--- src/pkg/port_pkg.sv ---
package port_pkg;
    localparam logic [11:0] ADDR_DATA = 12'h008;
    localparam logic [11:0] ADDR_DIR = 12'h00C;
    localparam logic [11:0] ADDR_PULLUP = 12'h010;
    localparam logic [11:0] ADDR_SERIAL_CTRL = 12'h014;
    localparam logic [11:0] ADDR_FIRST_DIR = 12'h018;
    localparam int FIRST_WIDTH = 8;
    localparam int SECOND_WIDTH = 2;
    localparam int PIN_UPPER = 1;
    localparam int PIN_LOWER = 0;
    localparam logic [7:0] PULLUP_RESET = 8'h00;
    localparam logic [1:0] DIR_RESET = 2'h0;
    localparam logic [1:0] LATCH_RESET = 2'h0;
    localparam logic [7:0] FIRST_DIR_RESET = 8'h00;
    localparam logic [1:0] SYNC_RESET = 2'h0;
    localparam logic ENABLE_RESET = 1'b0;
    localparam logic [31:0] RDATA_RESET = 32'h0000_0000;
    localparam logic [31:0] READ_FILL = 32'h0000_0000;
    localparam logic RX_IDLE = 1'b1;
endpackage : port_pkg

--- src/core/port_pullup_and_serial_pin_port.sv ---
// Local design decision: the APB slave port.
`timescale 1ns/1ns
module port_pullup_and_serial_pin_port
    import port_pkg::*;
(
    input wire logic clk_sys,
    input wire logic reset,
    input wire logic psel,
    input wire logic penable,
    input wire logic pwrite,
    input wire logic [11:0] paddr,
    input wire logic [31:0] pwdata,
    output logic [31:0] prdata,
    output logic pready,
    output logic pslverr,
    output logic [7:0] first_port_pullup_on,
    input wire logic [1:0] second_pin_in,
    output logic [1:0] second_pin_out,
    output logic [1:0] second_pin_oe_n,
    input wire logic serial_tx_data,
    input wire logic serial_tx_drive,
    output logic serial_rx_data
);
    logic [7:0] pullup_reg, pullup_next;
    logic [7:0] first_dir_reg, first_dir_next;
    logic [1:0] latch_reg, latch_next;
    logic [1:0] dir_reg, dir_next;
    logic enable_reg, enable_next;
    logic [1:0] sync1_reg, sync2_reg;
    logic [31:0] prdata_reg, prdata_next;
    logic wr_en, rd_en, rd_setup, mapped;

    // Decoding shared by mapped check and read mux
    function automatic logic hit(input logic [11:0] a, input logic [11:0] r);
        return a == r;
    endfunction : hit

    // Per-pin read source; the same pick is checked by the assertions below
    function automatic logic [1:0] port_read(input logic [1:0] dir, input logic [1:0] latch,
        input logic [1:0] pin);
        return (dir & latch) | (~dir & pin);
    endfunction : port_read

    assign wr_en = psel & penable & pwrite;
    assign rd_en = psel & penable & ~pwrite;
    // Read data fetched in the setup cycle so prdata comes from a flop
    assign rd_setup = psel & ~penable & ~pwrite;
    assign mapped = hit(paddr, ADDR_DATA) | hit(paddr, ADDR_DIR) | hit(paddr, ADDR_PULLUP)
        | hit(paddr, ADDR_SERIAL_CTRL) | hit(paddr, ADDR_FIRST_DIR);
    // Zero wait states; unmapped addresses answer with an error
    assign pready = 1'b1;
    assign pslverr = psel & penable & ~mapped;

    // Two-flop sync of the pin levels before any read path
    always_ff @(posedge clk_sys or posedge reset) begin
        if (reset) begin
            sync1_reg <= SYNC_RESET;
            sync2_reg <= SYNC_RESET;
        end else begin
            sync1_reg <= second_pin_in;
            sync2_reg <= sync1_reg;
        end
    end

    // Register writes and read data
    always_comb begin
        pullup_next = pullup_reg;
        first_dir_next = first_dir_reg;
        latch_next = latch_reg;
        dir_next = dir_reg;
        enable_next = enable_reg;
        prdata_next = prdata_reg;
        if (wr_en) begin
            if (hit(paddr, ADDR_PULLUP)) begin
                pullup_next = pwdata[7:0];
            end
            if (hit(paddr, ADDR_FIRST_DIR)) begin
                first_dir_next = pwdata[7:0];
            end
            if (hit(paddr, ADDR_DATA)) begin
                latch_next = pwdata[1:0];
            end
            if (hit(paddr, ADDR_DIR)) begin
                dir_next = pwdata[1:0];
            end
            if (hit(paddr, ADDR_SERIAL_CTRL)) begin
                enable_next = pwdata[0];
            end
        end
        if (rd_setup) begin
            prdata_next = READ_FILL;
            if (hit(paddr, ADDR_DATA)) begin
                // Direction picks source even under serial ownership
                prdata_next[1:0] = port_read(dir_reg, latch_reg, sync2_reg);
            end
            if (hit(paddr, ADDR_DIR)) begin
                prdata_next[1:0] = dir_reg;
            end
            if (hit(paddr, ADDR_PULLUP)) begin
                prdata_next[7:0] = pullup_reg;
            end
            if (hit(paddr, ADDR_SERIAL_CTRL)) begin
                prdata_next[0] = enable_reg;
            end
            if (hit(paddr, ADDR_FIRST_DIR)) begin
                prdata_next[7:0] = first_dir_reg;
            end
        end
    end

    always_ff @(posedge clk_sys or posedge reset) begin
        if (reset) begin
            pullup_reg <= PULLUP_RESET;
            first_dir_reg <= FIRST_DIR_RESET;
            latch_reg <= LATCH_RESET;
            dir_reg <= DIR_RESET;
            enable_reg <= ENABLE_RESET;
            prdata_reg <= RDATA_RESET;
        end else begin
            pullup_reg <= pullup_next;
            first_dir_reg <= first_dir_next;
            latch_reg <= latch_next;
            dir_reg <= dir_next;
            enable_reg <= enable_next;
            prdata_reg <= prdata_next;
        end
    end

    // Read data straight from the flop; loaded at setup, so still no wait state
    assign prdata = prdata_reg;

    // Pullups only on input pins; 1 connects the pullup
    generate
        for (genvar i = 0; i < FIRST_WIDTH; i++) begin : g_pullup
            assign first_port_pullup_on[i] = pullup_reg[i] & ~first_dir_reg[i];
        end
    endgenerate

    // Pin ownership: serial unit overrides direction while enabled
    always_comb begin
        second_pin_out = latch_reg;
        second_pin_oe_n = ~dir_reg;
        if (enable_reg) begin
            second_pin_oe_n[PIN_UPPER] = 1'b1;
            second_pin_out[PIN_LOWER] = serial_tx_data;
            second_pin_oe_n[PIN_LOWER] = ~serial_tx_drive;
        end
    end
    assign serial_rx_data = enable_reg ? sync2_reg[PIN_UPPER] : RX_IDLE;

    // Reset leaves both second-port pins as inputs
    AST_DIR_RESET: assert property (@(posedge clk_sys)
        $fell(reset) |-> dir_reg == DIR_RESET)
        else $error("direction not cleared by reset");

    // Buffers off right after reset, before any write
    AST_OE_RESET: assert property (@(posedge clk_sys)
        $fell(reset) |-> second_pin_oe_n == ~DIR_RESET)
        else $error("pins driven after reset");

    // An output pin never keeps its pullup
    AST_PULLUP_OUT: assert property (@(posedge clk_sys) disable iff (reset)
        first_dir_reg[0] |-> !first_port_pullup_on[0])
        else $error("pullup on output pin");

    // Enabled pullup on an input pin is connected
    AST_PULLUP_ON: assert property (@(posedge clk_sys) disable iff (reset)
        pullup_reg[3] && !first_dir_reg[3] |-> first_port_pullup_on[3])
        else $error("pullup missing");

    // A zero bit keeps the pullup disconnected whatever the direction
    AST_PULLUP_OFF: assert property (@(posedge clk_sys) disable iff (reset)
        !pullup_reg[5] |-> !first_port_pullup_on[5])
        else $error("pullup connected while disabled");

    // Pullup bits take the written byte
    AST_PULLUP_WR: assert property (@(posedge clk_sys) disable iff (reset)
        wr_en && hit(paddr, ADDR_PULLUP) |=> pullup_reg == $past(pwdata[7:0]))
        else $error("pullup enables not written");

    // Direction writes leave the pullup enables alone
    AST_PULLUP_ALONE: assert property (@(posedge clk_sys) disable iff (reset)
        wr_en && hit(paddr, ADDR_FIRST_DIR) |=> pullup_reg == $past(pullup_reg))
        else $error("pullup enables disturbed");

    // Each first-port pin gated on its own bits only
    generate
        for (genvar k = 0; k < FIRST_WIDTH; k++) begin : g_pullup_chk
            AST_PULLUP_BIT: assert property (@(posedge clk_sys) disable iff (reset)
                first_port_pullup_on[k] == (pullup_reg[k] && !first_dir_reg[k]))
                else $error("pullup bit not independent");
        end
    endgenerate

    // Latch written whatever the direction
    AST_LATCH_WR: assert property (@(posedge clk_sys) disable iff (reset)
        wr_en && hit(paddr, ADDR_DATA) |=> latch_reg == $past(pwdata[1:0]))
        else $error("latch not written");

    // Latch only moves on a data write
    AST_LATCH_HOLD: assert property (@(posedge clk_sys) disable iff (reset)
        !(wr_en && hit(paddr, ADDR_DATA)) |=> latch_reg == $past(latch_reg))
        else $error("latch changed without write");

    // In general-purpose use the latch feeds the pins
    AST_LATCH_OUT: assert property (@(posedge clk_sys) disable iff (reset)
        !enable_reg |-> second_pin_out == latch_reg)
        else $error("latch not on pins");

    // Direction takes the two written bits
    AST_DIR_WR: assert property (@(posedge clk_sys) disable iff (reset)
        wr_en && hit(paddr, ADDR_DIR) |=> dir_reg == $past(pwdata[1:0]))
        else $error("direction not written");

    // A set direction bit turns the buffer on
    AST_DIR_DRIVE: assert property (@(posedge clk_sys) disable iff (reset)
        !enable_reg && dir_reg[PIN_UPPER] |-> !second_pin_oe_n[PIN_UPPER])
        else $error("output buffer off");

    // A clear direction bit leaves the pin floating as input
    AST_DIR_FLOAT: assert property (@(posedge clk_sys) disable iff (reset)
        !enable_reg && !dir_reg[PIN_LOWER] |-> second_pin_oe_n[PIN_LOWER])
        else $error("input pin driven");

    // Read value was picked in the setup cycle, one edge earlier
    AST_READ_SEL: assert property (@(posedge clk_sys) disable iff (reset)
        rd_en && hit(paddr, ADDR_DATA) |->
        prdata[1:0] == $past(port_read(dir_reg, latch_reg, sync2_reg)))
        else $error("data read source wrong");

    // Unused direction bits read zero
    AST_UPPER_ZERO: assert property (@(posedge clk_sys) disable iff (reset)
        rd_en && hit(paddr, ADDR_DIR) |-> prdata[31:2] == 30'h0)
        else $error("upper bits nonzero");

    // Unused data bits read zero
    AST_DATA_ZERO: assert property (@(posedge clk_sys) disable iff (reset)
        rd_en && hit(paddr, ADDR_DATA) |-> prdata[31:2] == 30'h0)
        else $error("upper data bits nonzero");

    // Serial unit owns the upper pin as an input
    AST_RX_OWN: assert property (@(posedge clk_sys) disable iff (reset)
        enable_reg |-> second_pin_oe_n[PIN_UPPER] && serial_rx_data == sync2_reg[PIN_UPPER])
        else $error("receive pin not owned");

    // Receiver sees an idle line while the unit is off
    AST_RX_IDLE: assert property (@(posedge clk_sys) disable iff (reset)
        !enable_reg |-> serial_rx_data == RX_IDLE)
        else $error("receive line not idle");

    // Serial unit data reaches the lower pin
    AST_TX_OWN: assert property (@(posedge clk_sys) disable iff (reset)
        enable_reg |-> second_pin_out[PIN_LOWER] == serial_tx_data)
        else $error("transmit pin not owned");

    // Serial unit, not direction, decides lower pin drive
    AST_TX_DRIVE: assert property (@(posedge clk_sys) disable iff (reset)
        enable_reg |-> second_pin_oe_n[PIN_LOWER] == !serial_tx_drive)
        else $error("transmit drive not from serial unit");

    // With the unit off, direction rules the buffers again
    AST_GPIO_BACK: assert property (@(posedge clk_sys) disable iff (reset)
        !enable_reg |-> second_pin_oe_n == ~dir_reg)
        else $error("pins not general purpose");

    // Serial enable bit takes the written value
    AST_SERIAL_WR: assert property (@(posedge clk_sys) disable iff (reset)
        wr_en && hit(paddr, ADDR_SERIAL_CTRL) |=> enable_reg == $past(pwdata[0]))
        else $error("serial enable not written");

    // Zero wait states on every access
    AST_NO_WAIT: assert property (@(posedge clk_sys) disable iff (reset)
        psel && penable |-> pready)
        else $error("access stalled");

    // Refused writes change nothing
    AST_REFUSED: assert property (@(posedge clk_sys) disable iff (reset)
        pslverr && pwrite |=> latch_reg == $past(latch_reg) && dir_reg == $past(dir_reg)
        && pullup_reg == $past(pullup_reg))
        else $error("refused write landed");

    // Refused reads return the fill value
    AST_ERR_ZERO: assert property (@(posedge clk_sys) disable iff (reset)
        pslverr && !pwrite |-> prdata == READ_FILL)
        else $error("refused read not zero");

    // Pin levels reach logic only through both flops
    AST_SYNC_PIPE: assert property (@(posedge clk_sys) disable iff (reset)
        sync2_reg == $past(sync1_reg))
        else $error("synchroniser skipped");

    // Main scenarios
    COV_WRITE_LATCH: cover property (@(posedge clk_sys) wr_en && hit(paddr, ADDR_DATA));
    COV_READ_PIN: cover property (@(posedge clk_sys) rd_en && hit(paddr, ADDR_DATA) && !dir_reg[0]);
    COV_SERIAL_ON: cover property (@(posedge clk_sys) $rose(enable_reg));
    COV_SERIAL_OFF: cover property (@(posedge clk_sys) $fell(enable_reg));
    COV_REFUSED: cover property (@(posedge clk_sys) pslverr);
endmodule : port_pullup_and_serial_pin_port

--- config.mk ---
export PLATFORM = sky130hd
export DESIGN_NAME = port_pullup_and_serial_pin_port
export DESIGN_NICKNAME = d
export VERILOG_FILES = /design/src/pkg/port_pkg.sv /design/src/core/port_pullup_and_serial_pin_port.sv
export SDC_FILE = /design/constraint.sdc
export NUM_CORES = 1
export LEC_CHECK = 0
export BUFFER_PORTS_ARGS = -buffer_cell sky130_fd_sc_hd__buf_2
export CAP_MARGIN = 20
export CORE_MARGIN = 2
export CORE_UTILIZATION = 47
export DETAILED_ROUTE_END_ITERATION = 8
export PLACE_DENSITY = 0.94
export SETUP_SLACK_MARGIN = 0.1
export SLEW_MARGIN = 20
export SYNTH_ARGS = -nofsm -noshare
export SYNTH_HDL_FRONTEND = slang
export SYNTH_SLANG_ARGS = --single-unit
--- constraint.sdc ---
create_clock -name clk_sys -period 3.6 [get_ports clk_sys]
set_clock_uncertainty 0.2 [all_clocks]
set_input_delay 0.36 -clock clk_sys [delete_from_list [all_inputs] [get_ports clk_sys]]
set_output_delay 0.36 -clock clk_sys [all_outputs]
set_load 0.02 [all_outputs]
After elaboration in Yosys (flattened, before gate mapping)
Cells that the tools add are included.

word-level totals
  bits of input ports = 53
  register bits = 33

cells by class
  reduce and logical (&&, ||, !) cells = 5
  equality and inequality tests = 5
  bitwise logic cells = 33
  multiplexer cells = 8

operators by type and width
  cell                   number
  $eq A12 B5 Y1 const B  3
  $eq A12 B4 Y1 const B  2
  $mux W8                2
  $and A1 B1 Y1          13
  $not A1 Y1             12
  $reduce_and A2 Y1      5
  $mux W2                3
  $and A2 B2 Y2          2
  $or A1 B1 Y1           4
  $mux W1                3
  $not A2 Y2             1
  $or A2 B2 Y2           1

Longest topological paths before layout
Gate-level depths: netlist of the first run.

  depth after elaboration = 8
  mapped depth = 5

Worst setup path after synthesis of the first run
OpenSTA, ideal clock, no wires.

  kind = input -> register
  start = in paddr[7]
  end = reg pullup_reg[0]
  stages on the path = 5
  library setup time = 0.125 ns
  slack = 1.347 ns
  required time = 3.275 ns
  data arrival time = 1.928 ns
  path buffers = 1
  path through = or4_4 > nor4b_4 > and2b_1 > buf_6 > mux2_2

on the way
  cells in the longest elaborated chain, start to end = 2

ends and longest elaborated chain
  item                                RTL line                                text
  start: declaration                  port_pullup_and_serial_pin_port.sv:11   input wire logic [11:0] paddr,
  $eq A12 B5 Y1                       port_pullup_and_serial_pin_port.sv:35   return a == r;
  $reduce_and A2 Y1 (no source line)  -
  end signal: assignment              port_pullup_and_serial_pin_port.sv:120  pullup_reg <= pullup_next;
  end: declaration                    port_pullup_and_serial_pin_port.sv:24   logic [7:0] pullup_reg, pullup_next;

Every way passes these cells.
A chain may end at the register's enable or synchronous reset.

Worst setup path after layout of the first run
  start = in paddr[7]
  end = reg pullup_reg[1]

Same word-level chain as after synthesis.

==> out/qor.tcl, run 1 <==
set qor(status) {finished, final reports clean}
set qor(wire_per_inst_um) 12.7
set qor(finalCritPeriodShare_pct) 67.8
set qor(synthArstFlopShare_pct) 100
set qor(avgViaCountPerCell) 4.78
set qor(hold_buffers) 3
set qor(post_cts_resize_count) 0
set qor(hp-start) {pwdata[4]}
set qor(first_global_vias) 1189
set qor(htree_num_levels) 2
set qor(die_area_um2) 4280
set qor(final_nets) 268
set qor(power.static_leakage_uw) 0.00106
set qor(synth-seq-cells) 33
set qor(place_worst_setup_slack_ns) 0.872
set qor(timing.setup.tns_ns) 0
set qor(timing.critical_path.fanout_max) 8
set qor(dr.first_iter.drc_count) 33
set qor(upper_clock_frequency_limit_mhz) 410
set qor(postCtsSetupRepairBufs) 0
set qor(ff2ff_setup_slack_ns) 1.97
set qor(detail_route.first_pass.iterations) 4
set qor(grt_use_total_pct) 17.3
set qor(grt_overflow_total) 0
set qor(post_synthesis_cells) 162
set qor(route.detailed.drc) 0
set qor(worstSkewPairLatency_ns) 0.28
set qor(cts_buffer_depth) 2
set qor(fillcell_total) 333
set qor(cts-buffers-inserted) 5
set qor(floorplan.die.height_um) 65.4
set qor(critical_path_class) {in -> reg}
set qor(synth-seq-area-share_pct) 46.6
set qor(worst_ep_required_time_ns) 3.56
set qor(tritoncts_clock_tree) {done}
set qor(wp_data_arrival_ns) 2.40
set qor(design.portCount) 100
set qor(clock_sink_count) 33
set qor(clkSlewWorstSetupHoldPaths_ns) 0.06
set qor(final_layout_size_suffix_gt1_share_pct) 39.8
set qor(drv_cap) 0
set qor(core.rowCount) 22
set qor(synthTopCellsByArea) {dfrtp_1 (47%), mux2_2 (14%), buf_4 (11%), nor2b_1 (3.2%), a21oi_1 (2.5%)}
set qor(netlist.top_cell.by_area) {dfrtp_1}
set qor(floorplan.core_area_um2) 3630
set qor(grt_first_pass_wirelength_um) 5520
set qor(synth_top_cell_area_share_pct) 46.6
set qor(worst_slew_margin_rel_pct) 33.1
set qor(syn_area_um2) 1770
set qor(final_max_slew_viol_count) 0
set qor(synth-warning-count) 0
set qor(timing.reg2reg.worst_path_depth) 4
set qor(hold_path_depth) 2
set qor(gpl_congestion) 0.754
set qor(power_density_nw_per_um2) 370
set qor(layout.area.seq_um2) 826
set qor(synth_cell_type_count) 34
set qor(num_antenna_cells) 0
set qor(rsz_0062_raised_after_global_routing) {no}
set qor(postRouteWirelength_um) 3340
set qor(setup.worst_path.start) {paddr[7]}
set qor(final.setup.worst_slack_ns) 1.16
set qor(crit-reg2reg-launch) {dir_reg[1]$_DFFE_PP0P_}
set qor(synth_edf_count) 0
set qor(start_util_pct) 48.8
set qor(die_w_um) 65.4
set qor(cts_root_cell) {clkbuf_8}
set qor(holdCritPathClass) {in -> reg}
set qor(max-vdd-ir-drop_v) 0.000284
set qor(area_taken_by_multi_input_logic_gates_um2) 805
set qor(numPortBuffers) 50
set qor(timing_hold_violations_final) 0
set qor(setup.worst_path.end_class) {register}
set qor(synth_flop_cell) {dfrtp_1}
set qor(vias) 1263
set qor(final_period_minus_worst_setup_slack_ns) 2.44
set qor(setup.worst_path.start_class) {input port}
set qor(setup_viol) 0
set qor(detailed_place_hpwl_um) 2480
set qor(drt.antenna.violating_nets) 0
set qor(number_of_antenna_violations_at_the_first_check_in_global_routing) 0
set qor(transition_at_the_pin_with_the_smallest_max_transition_slack_ns) 1.00
set qor(largest_net_degree_at_the_start_of_global_routing) 34
set qor(syn_area_per_cell_um2) 10.9
set qor(syn_to_final_growth_pct) 16.6
==> layout make-up <==
| type | count | share of cell area [%] |
|---|---|---|
| clock buffer | 8 | 3.88 |
| inverter | 2 | 0.363 |
| multi-input combinational | 119 | 38.9 |
| sequential | 33 | 40.0 |
| tap | 48 | 2.91 |
| timing repair buffer | 54 | 13.9 |
==> placed cells by master (no fill, tap or decap), types with 3 or more instances in the layout <==
master,n
buf_2,50
a21oi_1,9
nand3_1,3
clkbuf_8,5
a22oi_1,6
nor2b_1,9
nand2_1,4
dfrtp_1,33
dlygate4sd3_1,3
conb_1,25
o21ai_0,5
clkbuf_1,3
nor2_1,10
mux2_2,22
==> critical path, stage by stage <==
cell and delay, ns:
buf_2 0.09, or4_4 0.56, nor4b_4 0.55, and2b_1 0.44, mux2_2 0.38
==> synth_stat cells, types with 2 or more instances <==
cell	instances
dfrtp_1	33
a21oi_1	9
mux2_2	22
nor2b_1	9
nand3_1	3
nor3b_1	3
conb_1	2
nor2_1	10
clkbuf_1	3
nor3_1	2
buf_4	27
inv_1	2
nand2_1	4
and2_1	2
a22oi_1	6
o21ai_0	5
or3b_2	2
nand2b_1	2
==> worst paths after layout <==
path | end
max | pullup_reg[1]$_DFFE_PP0P_
min | first_dir_reg[4]$_DFFE_PP0P_
max reg2reg | prdata[1]$_DFFE_PP0P_
min reg2reg | sync2_reg[1]$_DFF_PP0_
max in group asynchronous | sync2_reg[0]$_DFF_PP0_
min in group asynchronous | latch_reg[1]$_DFFE_PP0P_
==> layer usage <==
| layer | global-route usage [%] | wire length, µm | vias up |
|---|---|---|---|
| met3 | 4.79 | 197 | 5 |
| met2 | 29.0 | 1660 | 44 |
| met5 | 0 | 0 | - |
| li1 | - | - | 622 |
| met4 | 4.69 | 36 | 0 |
| met1 | 22.2 | 1450 | 592 |
==> kinds of logic (layout without fill, tap and decap cells) <==
kind of cell	Yosys count	in the layout	share of synthesized area, %
AOI/OAI and AO/OA	25	25	8.62
buffers and inverters	33	64	13.1
DFF	33	33	46.6
muxes	23	23	14.5
other	2	25	0.424
and+or+nand+nor	46	46	16.7
==> report_power, final <==
| group | leakage (µW) | switching [µW] | total, µW | internal (µW) |
|---|---|---|---|---|
| logic | 0.000584 | 79.4 | 117 | 37.3 |
| clock network | 0.0000395 | 115 | 252 | 137 |
| registers | 0.000435 | 8.54 | 396 | 388 |
==> per-stage QoR <==
step | power (µW) | hold slack [ns] | instances | cell area (µm²) | utilization (%)
floorplan | 494 | 0.131 | 185 | 1860 | -
global placement | 514 | 0.133 | 253 | 1960 | 53.8
detailed placement | 518 | 0.135 | 253 | 1960 | 53.8
CTS | 774 | 0.124 | 264 | 2070 | 56.9
global route | 812 | 0.126 | 264 | 2070 | 56.9
finish | 765 | 0.130 | 264 | 2070 | 56.9
Power figures use the tool's default switching activity.
==> run 2: changes to the inputs <==
--- a/config.mk
+++ b/config.mk
@@ -8,9 +8,9 @@
 export BUFFER_PORTS_ARGS = -buffer_cell sky130_fd_sc_hd__buf_2
 export CAP_MARGIN = 20
 export CORE_MARGIN = 2
-export CORE_UTILIZATION = 47
+export CORE_UTILIZATION = 44
 export DETAILED_ROUTE_END_ITERATION = 8
-export PLACE_DENSITY = 0.94
+export PLACE_DENSITY = 0.9
 export SETUP_SLACK_MARGIN = 0.1
 export SLEW_MARGIN = 20
 export SYNTH_ARGS = -nofsm -noshare
==> constraint.sdc (replaced) <==
create_clock -name clk_sys -period 2.5 [get_ports clk_sys]
set_clock_uncertainty 0.2 [all_clocks]
set_input_delay 0.25 -clock clk_sys [delete_from_list [all_inputs] [get_ports clk_sys]]
set_output_delay 0.25 -clock clk_sys [all_outputs]
set_load 0.02 [all_outputs]
==> run 2 against run 1 <==
Net effect:
- combinational power increased by 45%
- register-to-register slack got worse by 1.1 ns
- highest routed layer unchanged
- sequential power increased by 44%
==> out/qor.tcl, run 2 (synthesis results as in run 1) <==
set qor(timing_hold_violations_final) 0 ;# unchanged
set qor(clock_sink_count) 33 ;# unchanged
set qor(floorplan.die.height_um) 67.5 ;# was 65.4 µm
set qor(detailed_place_hpwl_um) 2630 ;# was 2480 µm
set qor(setup.worst_path.end_class) {register} ;# unchanged
set qor(worst_slew_margin_rel_pct) 57.0 ;# was 33.1%
set qor(worstSkewPairLatency_ns) 0.28 ;# about the same
set qor(transition_at_the_pin_with_the_smallest_max_transition_slack_ns) 0.642 ;# was 1.00 ns
set qor(vias) 1318 ;# was 1,263
set qor(dr.first_iter.drc_count) 38 ;# was 33
set qor(start_util_pct) 44.9 ;# was 48.8%
set qor(clkSlewWorstSetupHoldPaths_ns) 0.07 ;# was 0.06 ns
set qor(numPortBuffers) 50 ;# unchanged
set qor(final_layout_size_suffix_gt1_share_pct) 41.6 ;# was 39.8%
set qor(timing.setup.tns_ns) 0 ;# unchanged
set qor(routed-wl-met2_um) 1830 ;# was 1660 µm
set qor(rsz_0062_raised_after_global_routing) {no} ;# unchanged
set qor(avgViaCountPerCell) 4.86 ;# was 4.78
set qor(switching_share_pct) 25.1 ;# was 26.5%
set qor(finalCritPeriodShare_pct) 80.3
set qor(power_density_nw_per_um2) 584 ;# was 370 nW/µm²
set qor(hold_buffers) 4 ;# was 3
set qor(critical_path_class) {in -> reg} ;# unchanged
set qor(grt_use_total_pct) 17.3 ;# about the same
set qor(drv_cap) 0 ;# unchanged
set qor(core.rowCount) 23 ;# was 22
set qor(cts-buffers-inserted) 5 ;# unchanged
set qor(cts_buffer_depth) 2 ;# unchanged
set qor(met1Wirelength_um) 1450 ;# about the same
set qor(wp_data_arrival_ns) 1.98 ;# was 2.40 ns
set qor(status) {finished, final reports clean} ;# unchanged
set qor(combPwrFrac_pct) 13.6 ;# was 15.2%
set qor(top_layer_used) {met4} ;# unchanged
set qor(wire_per_inst_um) 13.1 ;# was 12.7 µm
set qor(floorplan.core_area_um2) 3940 ;# was 3630 µm²
set qor(die_area_um2) 4550 ;# was 4280 µm²
set qor(upper_clock_frequency_limit_mhz) 498
set qor(num_antenna_cells) 0 ;# unchanged
set qor(power_frac_clock_pct) 40.9 ;# was 33.0%
set qor(number_of_antenna_violations_at_the_first_check_in_global_routing) 0 ;# unchanged
set qor(total_switching_power_uw) 314 ;# was 203 µW
set qor(largest_net_degree_at_the_start_of_global_routing) 34 ;# unchanged
set qor(holdCritPathClass) {in -> reg} ;# unchanged
set qor(detail_route.first_pass.iterations) 4 ;# unchanged
set qor(final_period_minus_worst_setup_slack_ns) 2.01
set qor(total_power_uw) 1250 ;# was 765 µW
set qor(drt.antenna.violating_nets) 0 ;# unchanged
set qor(cts_root_cell) {clkbuf_8} ;# unchanged
set qor(design.portCount) 100 ;# unchanged
set qor(fillcell_total) 356 ;# was 333
set qor(postCtsSetupRepairBufs) 0 ;# unchanged
set qor(worst_ep_required_time_ns) 2.47 ;# was 3.56 ns
set qor(gpl_congestion) 0.794 ;# was 0.754
set qor(final_nets) 273 ;# was 268
set qor(grt_first_pass_wirelength_um) 5600 ;# was 5520 µm
set qor(layout.area.seq_um2) 826 ;# unchanged
set qor(htree_num_levels) 2 ;# unchanged
set qor(setup.worst_path.start_class) {input port} ;# unchanged
set qor(route.detailed.drc) 0 ;# unchanged
set qor(p_int_uw) 939 ;# was 562 µW
set qor(grt_overflow_total) 0 ;# unchanged
set qor(most_common_cell_after_layout_fill_and_taps_aside) {buf_2} ;# unchanged
set qor(area_taken_by_multi_input_logic_gates_um2) 805 ;# unchanged
set qor(timing.critical_path.fanout_max) 8 ;# unchanged
set qor(final_max_slew_viol_count) 0 ;# unchanged
set qor(first_global_vias) 1202 ;# was 1,189
set qor(die_w_um) 67.5 ;# was 65.4 µm
set qor(postRouteWirelength_um) 3560 ;# was 3340 µm
set qor(power.static_leakage_uw) 0.00110 ;# was 0.00106 µW
set qor(syn_to_final_growth_pct) 21.0 ;# was 16.6%
set qor(met3WireLength_um) 212 ;# was 197 µm
set qor(seq_power_share_pct) 45.5 ;# was 51.8%
set qor(setup_viol) 0 ;# unchanged
set qor(tritoncts_clock_tree) {done} ;# unchanged
set qor(layout.cells.most_common_list) {buf_2 (50), dfrtp_1 (33), conb_1 (25)} ;# unchanged
set qor(max-vdd-ir-drop_v) 0.000397 ;# was 0.000284 V
set qor(post_cts_resize_count) 0 ;# unchanged
## run 2: changes by cell type in the layout (fill, tap and decap cells not counted)
| cell | before | now |
|---|---|---|
| bufinv_16 | 0 | 1 |
| clkbuf_1 | 3 | 1 |
| buf_4 | 1 | 5 |
| dlygate4sd3_1 | 3 | 4 |
| clkbuf_8 | 5 | 6 |
## run 2: area by class of cell
type / count / area share, %
Sequential cell: 33 / 38.5
Multi-Input combinational cell: 119 / 37.5
Timing Repair Buffer: 59 / 15.3
Clock buffer: 7 / 4.03
Tap cell: 50 / 2.92
Clock inverter: 1 / 1.40
Inverter: 2 / 0.350
## run 2: worst max-delay path, stage by stage
cell	delay, ns
buf_2	0.10
or4_4	0.56
nor4b_4	0.28
and2b_1	0.40
mux2_2	0.39
## run 2: power groups by stage
stage          logic, µW  clock network [µW]  registers, µW
6_report             170                 512            570
2_1_floorplan        107                   0            604
4_1_cts              172                 526            570
3_5_place_dp         166                   0            580
3_3_place_gp         163                   0            579
5_1_grt              190                 551            574
## run 2: per-layer routing
metal | track usage (%) | vias up
met5 | 0 | -
met4 | 8.42 | 0
met3 | 4.67 | 5
met2 | 28.7 | 54
met1 | 20.7 | 629
li1 | - | 630
## run 2: worst paths after layout
check                                  startpoint                         to  slack [ns]  cells past startpoint
setup / recovery                         paddr[7]  pullup_reg[5]$_DFFE_PP0P_        0.49                      5
hold / removal                          pwdata[4]  pullup_reg[4]$_DFFE_PP0P_       0.007                      2
setup reg to reg           dir_reg[1]$_DFFE_PP0P_      prdata[1]$_DFFE_PP0P_        0.86                      4
hold reg to reg            sync1_reg[0]$_DFF_PP0_     sync2_reg[0]$_DFF_PP0_        0.15                      0
max in group asynchronous                   reset      prdata[6]$_DFFE_PP0P_        1.43                      4
min in group asynchronous                   reset     sync1_reg[1]$_DFF_PP0_        0.38                      4
## run 2: through the flow
step                      cells  util [%]  hold slack (ns)  worst slack [ns]  cell area [µm²]
after floorplan             185         -           0.0814             0.357             1860
after global placement      259      50.4            0.134             0.190             1990
after detailed placement    259      50.4            0.142             0.178             1990
after CTS                   271      54.4          0.00184             0.480             2140
after global routing        271      54.4         0.000538             0.422             2140
final                       271      54.4          0.00651             0.493             2140
